[src/cfg_port_defines.vh]
// Constants for the converter configuration register port.
// Included by cfg_port.v; definitions only.
`ifndef CFG_PORT_DEFINES_VH
`define CFG_PORT_DEFINES_VH

// ------------------------------------------------------------
// Register layout
// ------------------------------------------------------------
`define CFG_RESET_VAL 8'h10
`define CFG_CMD_MSB 7
`define CFG_CMD_LSB 5
`define CFG_TRIG_BIT 4
`define CFG_BW_BIT 3
`define CFG_SE_BIT 2
`define CFG_ACQ_MSB 1
`define CFG_ACQ_LSB 0

// ------------------------------------------------------------
// Command codes
// ------------------------------------------------------------
`define CMD_STANDBY 3'h0
`define CMD_FULLCAL 3'h1
`define CMD_AUTOZERO 3'h2
`define CMD_IDLE 3'h3
`define CMD_START 3'h4
`define CMD_TEST_A 3'h5
`define CMD_TEST_B 3'h6

// ------------------------------------------------------------
// Acquisition lengths in converter clocks
// ------------------------------------------------------------
`define ACQ_CLK_0 7'h09
`define ACQ_CLK_1 7'h0f
`define ACQ_CLK_2 7'h2f
`define ACQ_CLK_3 7'h4f

`endif

[src/cfg_port.v]
// Configuration register port of the sampling converter.
// Assumes host strobes are asynchronous pins, synchronised here to MCLK_I.
`timescale 1ns/1ns
`include "cfg_port_defines.vh"

module cfg_port (
  input wire MCLK_I,
  input wire RESETN_I,
  input wire CS_N_I,
  input wire RD_N_I,
  input wire WR_N_I,
  input wire [7:0] DATA_I,
  output reg CMD_STANDBY_O,
  output reg CMD_FULLCAL_O,
  output reg CMD_AUTOZERO_O,
  output reg CMD_IDLE_O,
  output reg CMD_START_O,
  output reg TRIG_IS_INPUT_O,
  output reg BUS_WIDTH_SEL_O,
  output reg UPPER_DATA_OE_O,
  output reg SINGLE_ENDED_CLAMP_O,
  output reg [1:0] SAMPLE_WINDOW_SEL_O,
  output reg [6:0] SAMPLE_WINDOW_CLKS_O,
  output reg TEST_MODE_O
);

  // ----------------------------------------------------------
  // Pin synchronisers
  // ----------------------------------------------------------
  reg [2:0] meta_q;
  reg [2:0] sync_q;
  reg [7:0] data_meta_q;
  reg [7:0] data_sync_q;
  // Strobes reset to their idle high level: no false write
  // follows the release of reset.

  always @(posedge MCLK_I or negedge RESETN_I) begin
    if (!RESETN_I) begin
      meta_q <= 3'h7;
      sync_q <= 3'h7;
      data_meta_q <= 8'h00;
      data_sync_q <= 8'h00;
    end else begin
      meta_q <= {CS_N_I, RD_N_I, WR_N_I};
      sync_q <= meta_q;
      data_meta_q <= DATA_I;
      data_sync_q <= data_meta_q;
    end
  end

  wire cs_n = sync_q[2];
  wire rd_n = sync_q[1];
  wire wr_n = sync_q[0];
  // Write data rides two flops of its own, as deep as the strobe path.
  // A write is a selected, low write strobe without read.
  // Reads only block writes and qualify the all_low test-mode lock: no path leads cfg_q to the pins.
  wire wr_act = !cs_n && !wr_n && rd_n;
  wire all_low = !cs_n && !rd_n && !wr_n;

  // ----------------------------------------------------------
  // Write capture and test-mode lock
  // ----------------------------------------------------------
  // One capture per strobe low period. The lock has no exit but
  // the power-on reset, so a stray all-low cycle on a test code
  // costs the user a power cycle.
  localparam [1:0] ST_IDLE = 2'h0;
  localparam [1:0] ST_HELD = 2'h1;
  localparam [1:0] ST_LOCK = 2'h2;

  reg [1:0] st_q;
  reg [1:0] st_d;
  reg [7:0] cfg_q;
  reg [7:0] cfg_d;
  wire [2:0] cmd = cfg_q[`CFG_CMD_MSB:`CFG_CMD_LSB];
  wire test_code = (cmd == `CMD_TEST_A) || (cmd == `CMD_TEST_B);
  wire test_hit = all_low && test_code;

  always @* begin
    st_d = st_q;
    cfg_d = cfg_q;
    case (st_q)
      ST_IDLE: begin
        if (test_hit) begin
          st_d = ST_LOCK;
        end else if (wr_act) begin
          cfg_d = data_sync_q;
          st_d = ST_HELD;
        end
      end
      ST_HELD: begin
        // Wait for the strobe to rise before the next capture
        if (test_hit) begin
          st_d = ST_LOCK;
        end else if (!wr_act) begin
          st_d = ST_IDLE;
        end
      end
      ST_LOCK: begin
        // Writes dropped: configuration stays frozen
        st_d = ST_LOCK;
      end
      default: begin
        st_d = ST_IDLE;
      end
    endcase
  end

  always @(posedge MCLK_I or negedge RESETN_I) begin
    if (!RESETN_I) begin
      st_q <= ST_IDLE;
      cfg_q <= `CFG_RESET_VAL;
    end else begin
      st_q <= st_d;
      cfg_q <= cfg_d;
    end
  end

  // ----------------------------------------------------------
  // Command decode
  // ----------------------------------------------------------
  // Codes 101 to 111 match no entry, so they start nothing.
  localparam N_CMD = 5;
  localparam [14:0] CMD_CODES = {`CMD_START, `CMD_IDLE, `CMD_AUTOZERO,
    `CMD_FULLCAL, `CMD_STANDBY};

  wire [N_CMD-1:0] cmd_hit;

  genvar k;
  generate
    for (k = 0; k < N_CMD; k = k + 1) begin : g_cmd
      assign cmd_hit[k] = (cmd == CMD_CODES[3*k +: 3]);
    end
  endgenerate

  always @(posedge MCLK_I or negedge RESETN_I) begin
    if (!RESETN_I) begin
      CMD_STANDBY_O <= 1'b0;
      CMD_FULLCAL_O <= 1'b0;
      CMD_AUTOZERO_O <= 1'b0;
      CMD_IDLE_O <= 1'b0;
      CMD_START_O <= 1'b0;
    end else begin
      CMD_STANDBY_O <= cmd_hit[0];
      CMD_FULLCAL_O <= cmd_hit[1];
      CMD_AUTOZERO_O <= cmd_hit[2];
      CMD_IDLE_O <= cmd_hit[3];
      CMD_START_O <= cmd_hit[4];
    end
  end

  // ----------------------------------------------------------
  // Trigger direction, bus width and clamp
  // ----------------------------------------------------------
  // The upper-line enable follows the width bit; a flop of its
  // own lets the pad ring take it with no logic in between.
  always @(posedge MCLK_I or negedge RESETN_I) begin
    if (!RESETN_I) begin
      TRIG_IS_INPUT_O <= 1'b0;
      BUS_WIDTH_SEL_O <= 1'b0;
      UPPER_DATA_OE_O <= 1'b0;
      SINGLE_ENDED_CLAMP_O <= 1'b0;
    end else begin
      TRIG_IS_INPUT_O <= cfg_q[`CFG_TRIG_BIT];
      BUS_WIDTH_SEL_O <= cfg_q[`CFG_BW_BIT];
      UPPER_DATA_OE_O <= cfg_q[`CFG_BW_BIT];
      SINGLE_ENDED_CLAMP_O <= cfg_q[`CFG_SE_BIT];
    end
  end

  // ----------------------------------------------------------
  // Acquisition window
  // ----------------------------------------------------------
  // Lengths count converter clocks; they only matter while the
  // trigger pin is an output.
  reg [6:0] acq_d;

  always @* begin
    case (cfg_q[`CFG_ACQ_MSB:`CFG_ACQ_LSB])
      2'h0: acq_d = `ACQ_CLK_0;
      2'h1: acq_d = `ACQ_CLK_1;
      2'h2: acq_d = `ACQ_CLK_2;
      default: acq_d = `ACQ_CLK_3;
    endcase
  end

  always @(posedge MCLK_I or negedge RESETN_I) begin
    if (!RESETN_I) begin
      SAMPLE_WINDOW_SEL_O <= 2'h0;
      SAMPLE_WINDOW_CLKS_O <= 7'h00;
    end else begin
      SAMPLE_WINDOW_SEL_O <= cfg_q[`CFG_ACQ_MSB:`CFG_ACQ_LSB];
      SAMPLE_WINDOW_CLKS_O <= acq_d;
    end
  end

  // ----------------------------------------------------------
  // Test-mode flag
  // ----------------------------------------------------------
  // Follows the lock state one clock later; it never falls
  // until the power-on reset clears the lock.
  always @(posedge MCLK_I or negedge RESETN_I) begin
    if (!RESETN_I) begin
      TEST_MODE_O <= 1'b0;
    end else begin
      TEST_MODE_O <= (st_q == ST_LOCK);
    end
  end

endmodule

[config.mk]
export PLATFORM = sky130hd
export DESIGN_NAME = cfg_port
export DESIGN_NICKNAME = d
export VERILOG_FILES = /design/src/cfg_port.v
export VERILOG_INCLUDE_DIRS = /design/src
export SDC_FILE = /design/constraint.sdc
export NUM_CORES = 1
export LEC_CHECK = 0
export BUFFER_PORTS_ARGS = -buffer_cell sky130_fd_sc_hd__buf_2
export CELL_PAD_IN_SITES_DETAIL_PLACEMENT = 1
export CELL_PAD_IN_SITES_GLOBAL_PLACEMENT = 1
export CORE_UTILIZATION = 44
export CTS_BUF_LIST = sky130_fd_sc_hd__clkbuf_2 sky130_fd_sc_hd__clkbuf_4 sky130_fd_sc_hd__clkbuf_8
export CTS_CLUSTER_DIAMETER = 30
export DETAILED_ROUTE_END_ITERATION = 7
export PLACE_DENSITY_LB_ADDON = 0.1
export SYNTH_ARGS = -nofsm -noshare
export SYNTH_HDL_FRONTEND = slang
export SYNTH_SLANG_ARGS = --single-unit
[constraint.sdc]
create_clock -name MCLK_I -period 3.1 [get_ports MCLK_I]
set_input_delay 0 -clock MCLK_I [delete_from_list [all_inputs] [get_ports MCLK_I]]
set_output_delay 0 -clock MCLK_I [all_outputs]
set_load 0.02 [all_outputs]
==> results of run 1 <==
[power by group]
group / switching (W) / total (W) / leakage [nW] / internal [W]
combinational: 0.000179 / 0.000321 / 0.268 / 0.000141
sequential: 0.0000818 / 0.000834 / 0.556 / 0.000752
clock: 0.000171 / 0.000314 / 0.0420 / 0.000143
total: 0.000432 / 0.00147 / 0.867 / 0.00104
[metrics by stage]
step,instance area (µm²),power (W)
4_1_cts,1800,0.00149
5_1_grt,1800,0.00155
3_3_place_gp,1610,0.00115
6_report,1800,0.00147
2_1_floorplan,1440,0.00105
3_5_place_dp,1610,0.00116
[flip-flops by register name (all words and copies together), names as in the netlist, 2 cells and up]
| name | count |
|---|---|
| SAMPLE_WINDOW_CLKS_O | 4 |
| SAMPLE_WINDOW_SEL_O | 2 |
| cfg_q | 8 |
| data_meta_q | 8 |
| data_sync_q | 8 |
| meta_q | 3 |
| st_q | 2 |
| sync_q | 3 |
[synthesized netlist by cell type]
cell / instances / area share (%)
buf_4: 4 / 2.1
dfrtp_1: 40 / 69
conb_1: 2 / 0.52
mux2_2: 8 / 6.2
nor3b_1: 3 / 1.6
dfstp_2: 7 / 13
buf_6: 1 / 0.78
and2b_1: 1 / 0.52
or2_2: 1 / 0.43
and2_1: 1 / 0.43
nor4b_4: 1 / 1.6
inv_1: 1 / 0.26
xor2_1: 1 / 0.61
and3b_1: 1 / 0.61
a41o_1: 1 / 0.69
nor3_1: 2 / 0.69
nor2b_1: 2 / 0.87
[kinds of logic (layout without fill, tap and decap cells)]
group                     count (synthesis)  in the layout
muxes                                     8              8
buffers and inverters                     6             51
xor gates and xnor gates                  1              1
DFF                                      47             47
and+or+nand+nor                          12             12
AOI/OAI and AO/OA                         1              1
other                                     2              2
[worst paths after layout]
kind / startpoint / to / slack (ns)
worst min register to register: data_meta_q[4] / data_sync_q[4] / 0.36
max in group asynchronous: RESETN_I / data_sync_q[0] / 2.15
min in group asynchronous: RESETN_I / CMD_AUTOZERO_O / 0.34
worst max register to register: sync_q[1] / cfg_q[2] / 1.53
worst min-delay path: CS_N_I / meta_q[2] / 0.30
worst max-delay path: sync_q[1] / cfg_q[2] / 1.53
[worst reg2reg max path: stages (launching register included)]
cell and delay [ns]:
dfstp_2 0.55, nor4b_4 0.19, and2b_1 0.35, mux2_2 0.37
[cell type report]
cell class	count	area, µm²
Timing Repair Buffer	42	270
Multi-Input combinational cell	24	214
Sequential cell	47	1180
Inverter	1	3.75
Tap cell	44	55.1
Fill cell	296	1280
Clock buffer	8	72.6
[placed cells by master, fill, tap and decap left out, drive strengths merged, types with 2 or more instances in the layout]
cell	n
dfstp	7
nor2b	2
nor3b	3
dlygate4sd3	12
clkbuf	8
dfrtp	40
buf	30
mux2	8
conb	2
nor3	2
[layer usage]
metal  GRT usage, %  routed length (µm)  part of all wire (%)
met1           15.9                 845                    42
met2           23.0                1070                    53
met3           4.59                 106                   5.2
met4           5.10                   0                     0
met5              0                   0                     0
==> summary.md, run 1 <==
| Metric | Value |
|---|---|
| TritonCTS clock tree | yes |
| Setup ws final | roughly 1.5 ns |
| Seq cells post-synth | 47 |
| Critical Path Sink Type | flop |
| Pin count of the biggest net entering global routing | between 40 and 50 |
| CP arrival | around 1.8 ns |
| Post-synth cell types | 17 |
| Final WL | between 2 and 2.5 mm |
| PD cells | slightly above 800 nW/µm² |
| Post-DP HPWL | 1.17 mm |
| Starting Density | between 40% and 50% |
| Routed len/inst | about 12 µm |
| Setup violators final | 0 |
| Final clock period utilization by the worst path | between 50% and 60% |
| Compound-gate portion of the synthesized area | 0.693% |
| Final GP Congestion | 0.614 |
| Syn_nets | 90 |
| Hold Buf Count CTS | 12 |
| Clock Tree Root | clkbuf_4 |
| Crit Path Category | reg -> reg |
| Die W | 59.3 µm |
| Worst Tran Pin Value | a little under 1 ns |
| Hold Violations, Final | 0 |
| CP peak stage delay | around 0.55 ns |
| Setup TNS | 0 ns |
| Row count | 20 |
| Clk buf depth | 2 |
| Finished Layout Cells | 166 |
| CP max-delay cell | dfstp_2 |
| Post-synthesis cell count | between 70 and 80 |
| # IOs | 32 |
| FF-to-FF path depth | 3 |
| Pre-Repair DR Iteration Count | 4 |
| Number of max-cap violations | 0 |
| Hold WC Path Type | in -> reg |
| CTS Buf Count | 5 |
| Worst setup SP type | flop |
| CP max FO | 8 |
| Core Util, Final | between 50 and 60% |
| Post-synthesis adder-cell area fraction | 0% |
| Die area | roughly 3500 µm² |
| Placed Instances | about 150 |
| DR iter-0 viols | 3 |
| Multiplexer share of the synthesized area | ~6.2% |
| Vias | between 700 and 800 |
| Share of layout cells above drive strength 1 | between 40% and 50% |
| Synth-to-layout area growth | 24.7% |
| WP data required | approximately 3.3 ns |
| Simple-gate share of the synthesized area | 6.76% |
| DRT antenna net count | 0 |
| WP buf/inv | 0 |
| Post-CTS Resized | 0 |
| Post-CTS Setup Bufs | 0 |
| Number of global-route vias before repair | 726 |
| Worst hold stages | 2 |
| CTS H-tree lvls | 2 |
| Synth warn | 0 |
| Number of port buffers | 30 |
| Antenna Cells | 0 |
| Crit path depth | 3 |
| RSZ-0062 raised after global routing | no |
| Clock skew | between 0.01 and 0.015 ns |
| Gr ovfl total | 0 |
| Cell Area, Synth | approximately 1400 µm² |
| Core ar. | just over 3000 µm² |
| Crit-path leading delay family | flip-flops |
| Post-Synth XOR/XNOR Area | 0.607% |
| Average size of a mapped cell | around 19 µm² |
| Overall routing resource usage | between 10% and 20% |
| Worst rel slew slack | approximately a third |
| Final Critical Period | between 1.5 and 2 ns |
| Max IR drop VDD | approximately 0.00038 V |
| Initial antenna violation count | 0 |
| Pins Over Slew Limit | 0 |
| Largest family of logic cells by synthesized area | simple AND/OR/NAND/NOR gates |
| Clk_lat worst skew | between 0.3 and 0.4 ns |
| Leakage Power | between 0.8 and 0.9 nW |
| WHS | 0.302 ns |
| CTS clk-pin slew, worst paths | ~0.12 ns |
| Pre-CTS setup slack | 1.49 ns |
| Die span in y | ~60 µm |
| DRC errors left | 0 |
| Clock tree sinks | 47 |
| Crit path cell chain | nor4b_4, and2b_1, mux2_2 |
| Fmax | ~640 MHz |
| Vias per cell | around 4.3 |
| Outcome | completed |
| Final #Nets | approximately 130 |
| Seq/Total Area, Yosys | a little over 80% |
| First-pass GRT wire length | between 3 and 4 mm |
No activity file was read; power rests on OpenSTA's default activity.
==> inputs of run 2 (changes only) <==
==> constraint.sdc (replaced) <==
create_clock -name MCLK_I -period 1.5 [get_ports MCLK_I]
set_input_delay 0 -clock MCLK_I [delete_from_list [all_inputs] [get_ports MCLK_I]]
set_output_delay 0 -clock MCLK_I [all_outputs]
set_load 0.02 [all_outputs]
==> summary.md, run 2 (synthesis gave the netlist of run 1 again) <==
| Metric | Value |
|---|---|
| Outcome | completed |
| Largest registers | cfg_q x8, data_meta_q x8, data_sync_q x8 |
| Pins Over Slew Limit | 0 (unchanged) |
| CP max-delay cell | dfstp_2 |
| PD cells | 1640 nW/µm² (+100%) |
| Final clock period utilization by the worst path | 98.4% (+48 points) |
| CP max FO | 8 (unchanged) |
| End of the critical path | cfg_q[3] |
| Number of port buffers | 30 (unchanged) |
| First-pass GRT wire length | 3.42 mm (+3.8%) |
| CTS Buf Count | 5 (unchanged) |
| CTS H-tree lvls | 2 (unchanged) |
| Commonest cells after routing, fill and taps aside | dfrtp_1 (40), buf_2 (30), dlygate4sd3_1 (12) |
| Pre-CTS setup slack | 0.0110 ns (-1.48 ns) |
| FF-to-FF path depth | 4 (+1) |
| Crit path cell chain | nor4b_4, and2b_1, buf_12, mux2_2 |
| Max IR drop VDD | 0.000829 V (+120%) |
| CP arrival | 1.73 ns (-0.07 ns) |
| DRC errors left | 0 (unchanged) |
| Hold Violations, Final | 0 (unchanged) |
| Critical Path Sink Type | flop |
| Hold WC Path Type | in -> async |
| Routed len/inst | 12.1 µm (-0.70%) |
| Row count | 20 (unchanged) |
| Critical R2R Launch | sync_q[1] |
| Setup TNS | 0 ns (unchanged) |
| Leakage Power | 0.873 nW (+0.71%) |
| Synth-to-layout area growth | 25.8% |
| Final WL | 2.03 mm (+0.50%) |
| CP peak stage delay | 0.55 ns (about the same) |
| Gr ovfl total | 0 (unchanged) |
| Finished Layout Cells | 168 (+1.2%) |
| RR Endpoint | cfg_q[3] |
| Final Power | 0.00298 W (+100%) |
| Crit. Startpoint | sync_q[1] |
| Setup violators final | 0 (unchanged) |
| Clk_lat worst skew | 0.35 ns (about the same) |
| Pin count of the biggest net entering global routing | 48 (unchanged) |
| Clock Tree Root | clkbuf_4 |
| Final Critical Period | 1.48 ns (-0.0910 ns) |
| Clock skew | 0.00456 ns (-0.00606 ns) |
| RSZ-0062 raised after global routing | yes |
| Share of layout cells above drive strength 1 | 46.0% (+0.89 points) |
| TritonCTS clock tree | yes |
| Starting Density | 46.9% (unchanged) |
| Die W | 59.3 µm (unchanged) |
| Die span in y | 59.3 µm (unchanged) |
| Final GP Congestion | 0.624 (+1.7%) |
| Crit Path Category | reg -> reg |
| R2R setup slack | 0.02 ns (-1.51 ns) |
| CTS clk-pin slew, worst paths | 0.12 ns (about the same) |
| Vias per cell | 4.40 (+2.6%) |
| Post-DP HPWL | 1.29 mm (+10%) |
| Worst Tran Pin Value | 0.548 ns (-0.426 ns) |
| Filler Cell Count | 294 (-0.68%) |
| Final #Nets | 136 (+1.5%) |
| Clk buf depth | 2 (unchanged) |
| Clock tree sinks | 47 (unchanged) |
| WP data required | 1.75 ns (-1.58 ns) |
| Core ar. | 3080 µm² (unchanged) |
| DRT antenna net count | 0 (unchanged) |
| Setup ws final | 0.0236 ns (-1.51 ns) |
| Die area | 3510 µm² (unchanged) |
| Post-CTS Setup Bufs | 0 (unchanged) |
| Worst rel slew slack | 63.5% (+28 points) |
| Number of max-cap violations | 0 (unchanged) |
| # IOs | 32 (unchanged) |
| Number of global-route vias before repair | 734 (+1.1%) |
| Vias | 739 (+3.8%) |
| Initial antenna violation count | 0 (unchanged) |
| Pre-Repair DR Iteration Count | 2 (-2) |
| Antenna Cells | 0 (unchanged) |
| Fmax | 677 MHz (+6.2%) |
| Overall routing resource usage | 14.6% (+1.1 points) |
| DR iter-0 viols | 7 (+4) |
| Worst setup SP type | flop |
| Commonest non-fill, non-tap cell in the layout | dfrtp_1 |
| Placed Instances | 148 (+1.4%) |
## run 2: cell types whose count changed in the layout (fill, tap and decap cells not counted)
cell        before  now
mux2_4           0    1
clkinvlp_4       0    1
clkbuf_8         2    0
buf_4            0    1
buf_12           0    1
clkinv_2         0    1
mux2_2           8    7
## run 2: how the worst min path moves through the flow
stage              from             end  cells past startpoint
2_1_floorplan  RESETN_I  CMD_AUTOZERO_O                      0
3_3_place_gp   RESETN_I     CMD_START_O                      2
3_5_place_dp   RESETN_I  CMD_AUTOZERO_O                      2
4_1_cts        RESETN_I      CMD_IDLE_O                      3
5_1_grt          CS_N_I       meta_q[2]                      2
6_report       RESETN_I         st_q[1]                      3
## run 2: critical path, delay by kind of cell (launching register included)
family	cells	cell delay, ns
flip-flops	1	0.55
AND/OR/NAND/NOR	2	0.38
multiplexers	1	0.32
buffers and inverters	1	0.13
## run 2: per-stage QoR
step	hold WS [ns]	util (%)	cell area, µm²
3_3_place_gp	0.103	53.1	1640
4_1_cts	0.245	58.9	1810
6_report	0.233	59.0	1820
5_1_grt	0.253	59.0	1820
3_5_place_dp	0.106	53.1	1640
2_1_floorplan	-0.296	-	1440
## run 2: power by group
| part | internal, W | switching (W) |
|---|---|---|
| combinational | 0.000309 | 0.000374 |
| sequential | 0.00155 | 0.000173 |
| clock | 0.000199 | 0.000369 |
## run 2: final cells by class
class                      instances  area, µm²  share of cell area, %
inverter                           1       3.75                  0.207
clock buffer                       6       45.0                   2.48
multi-input combinational         24        218                   12.0
tap                               44       55.1                   3.03
clock inverter                     2       12.5                  0.689
timing repair buffer              44        298                   16.4
sequential                        47       1180                   65.2
## run 2: timing repair
action / in CTS / in global routing
setup endpoints to repair: 0 / 7
resized for setup: 0 / 1
hold endpoints to repair: 51 / 0
hold buffers: 12 / 0
## run 2: per-layer routing
layer / share of wire (%) / GRT usage, % / up-vias
li1: - / - / 335
met1: 40 / 16.4 / 366
met2: 51 / 22.5 / 29
met3: 5.7 / 4.80 / 9
met4: 3.4 / 12.2 / 0
met5: 0 / 0 / -
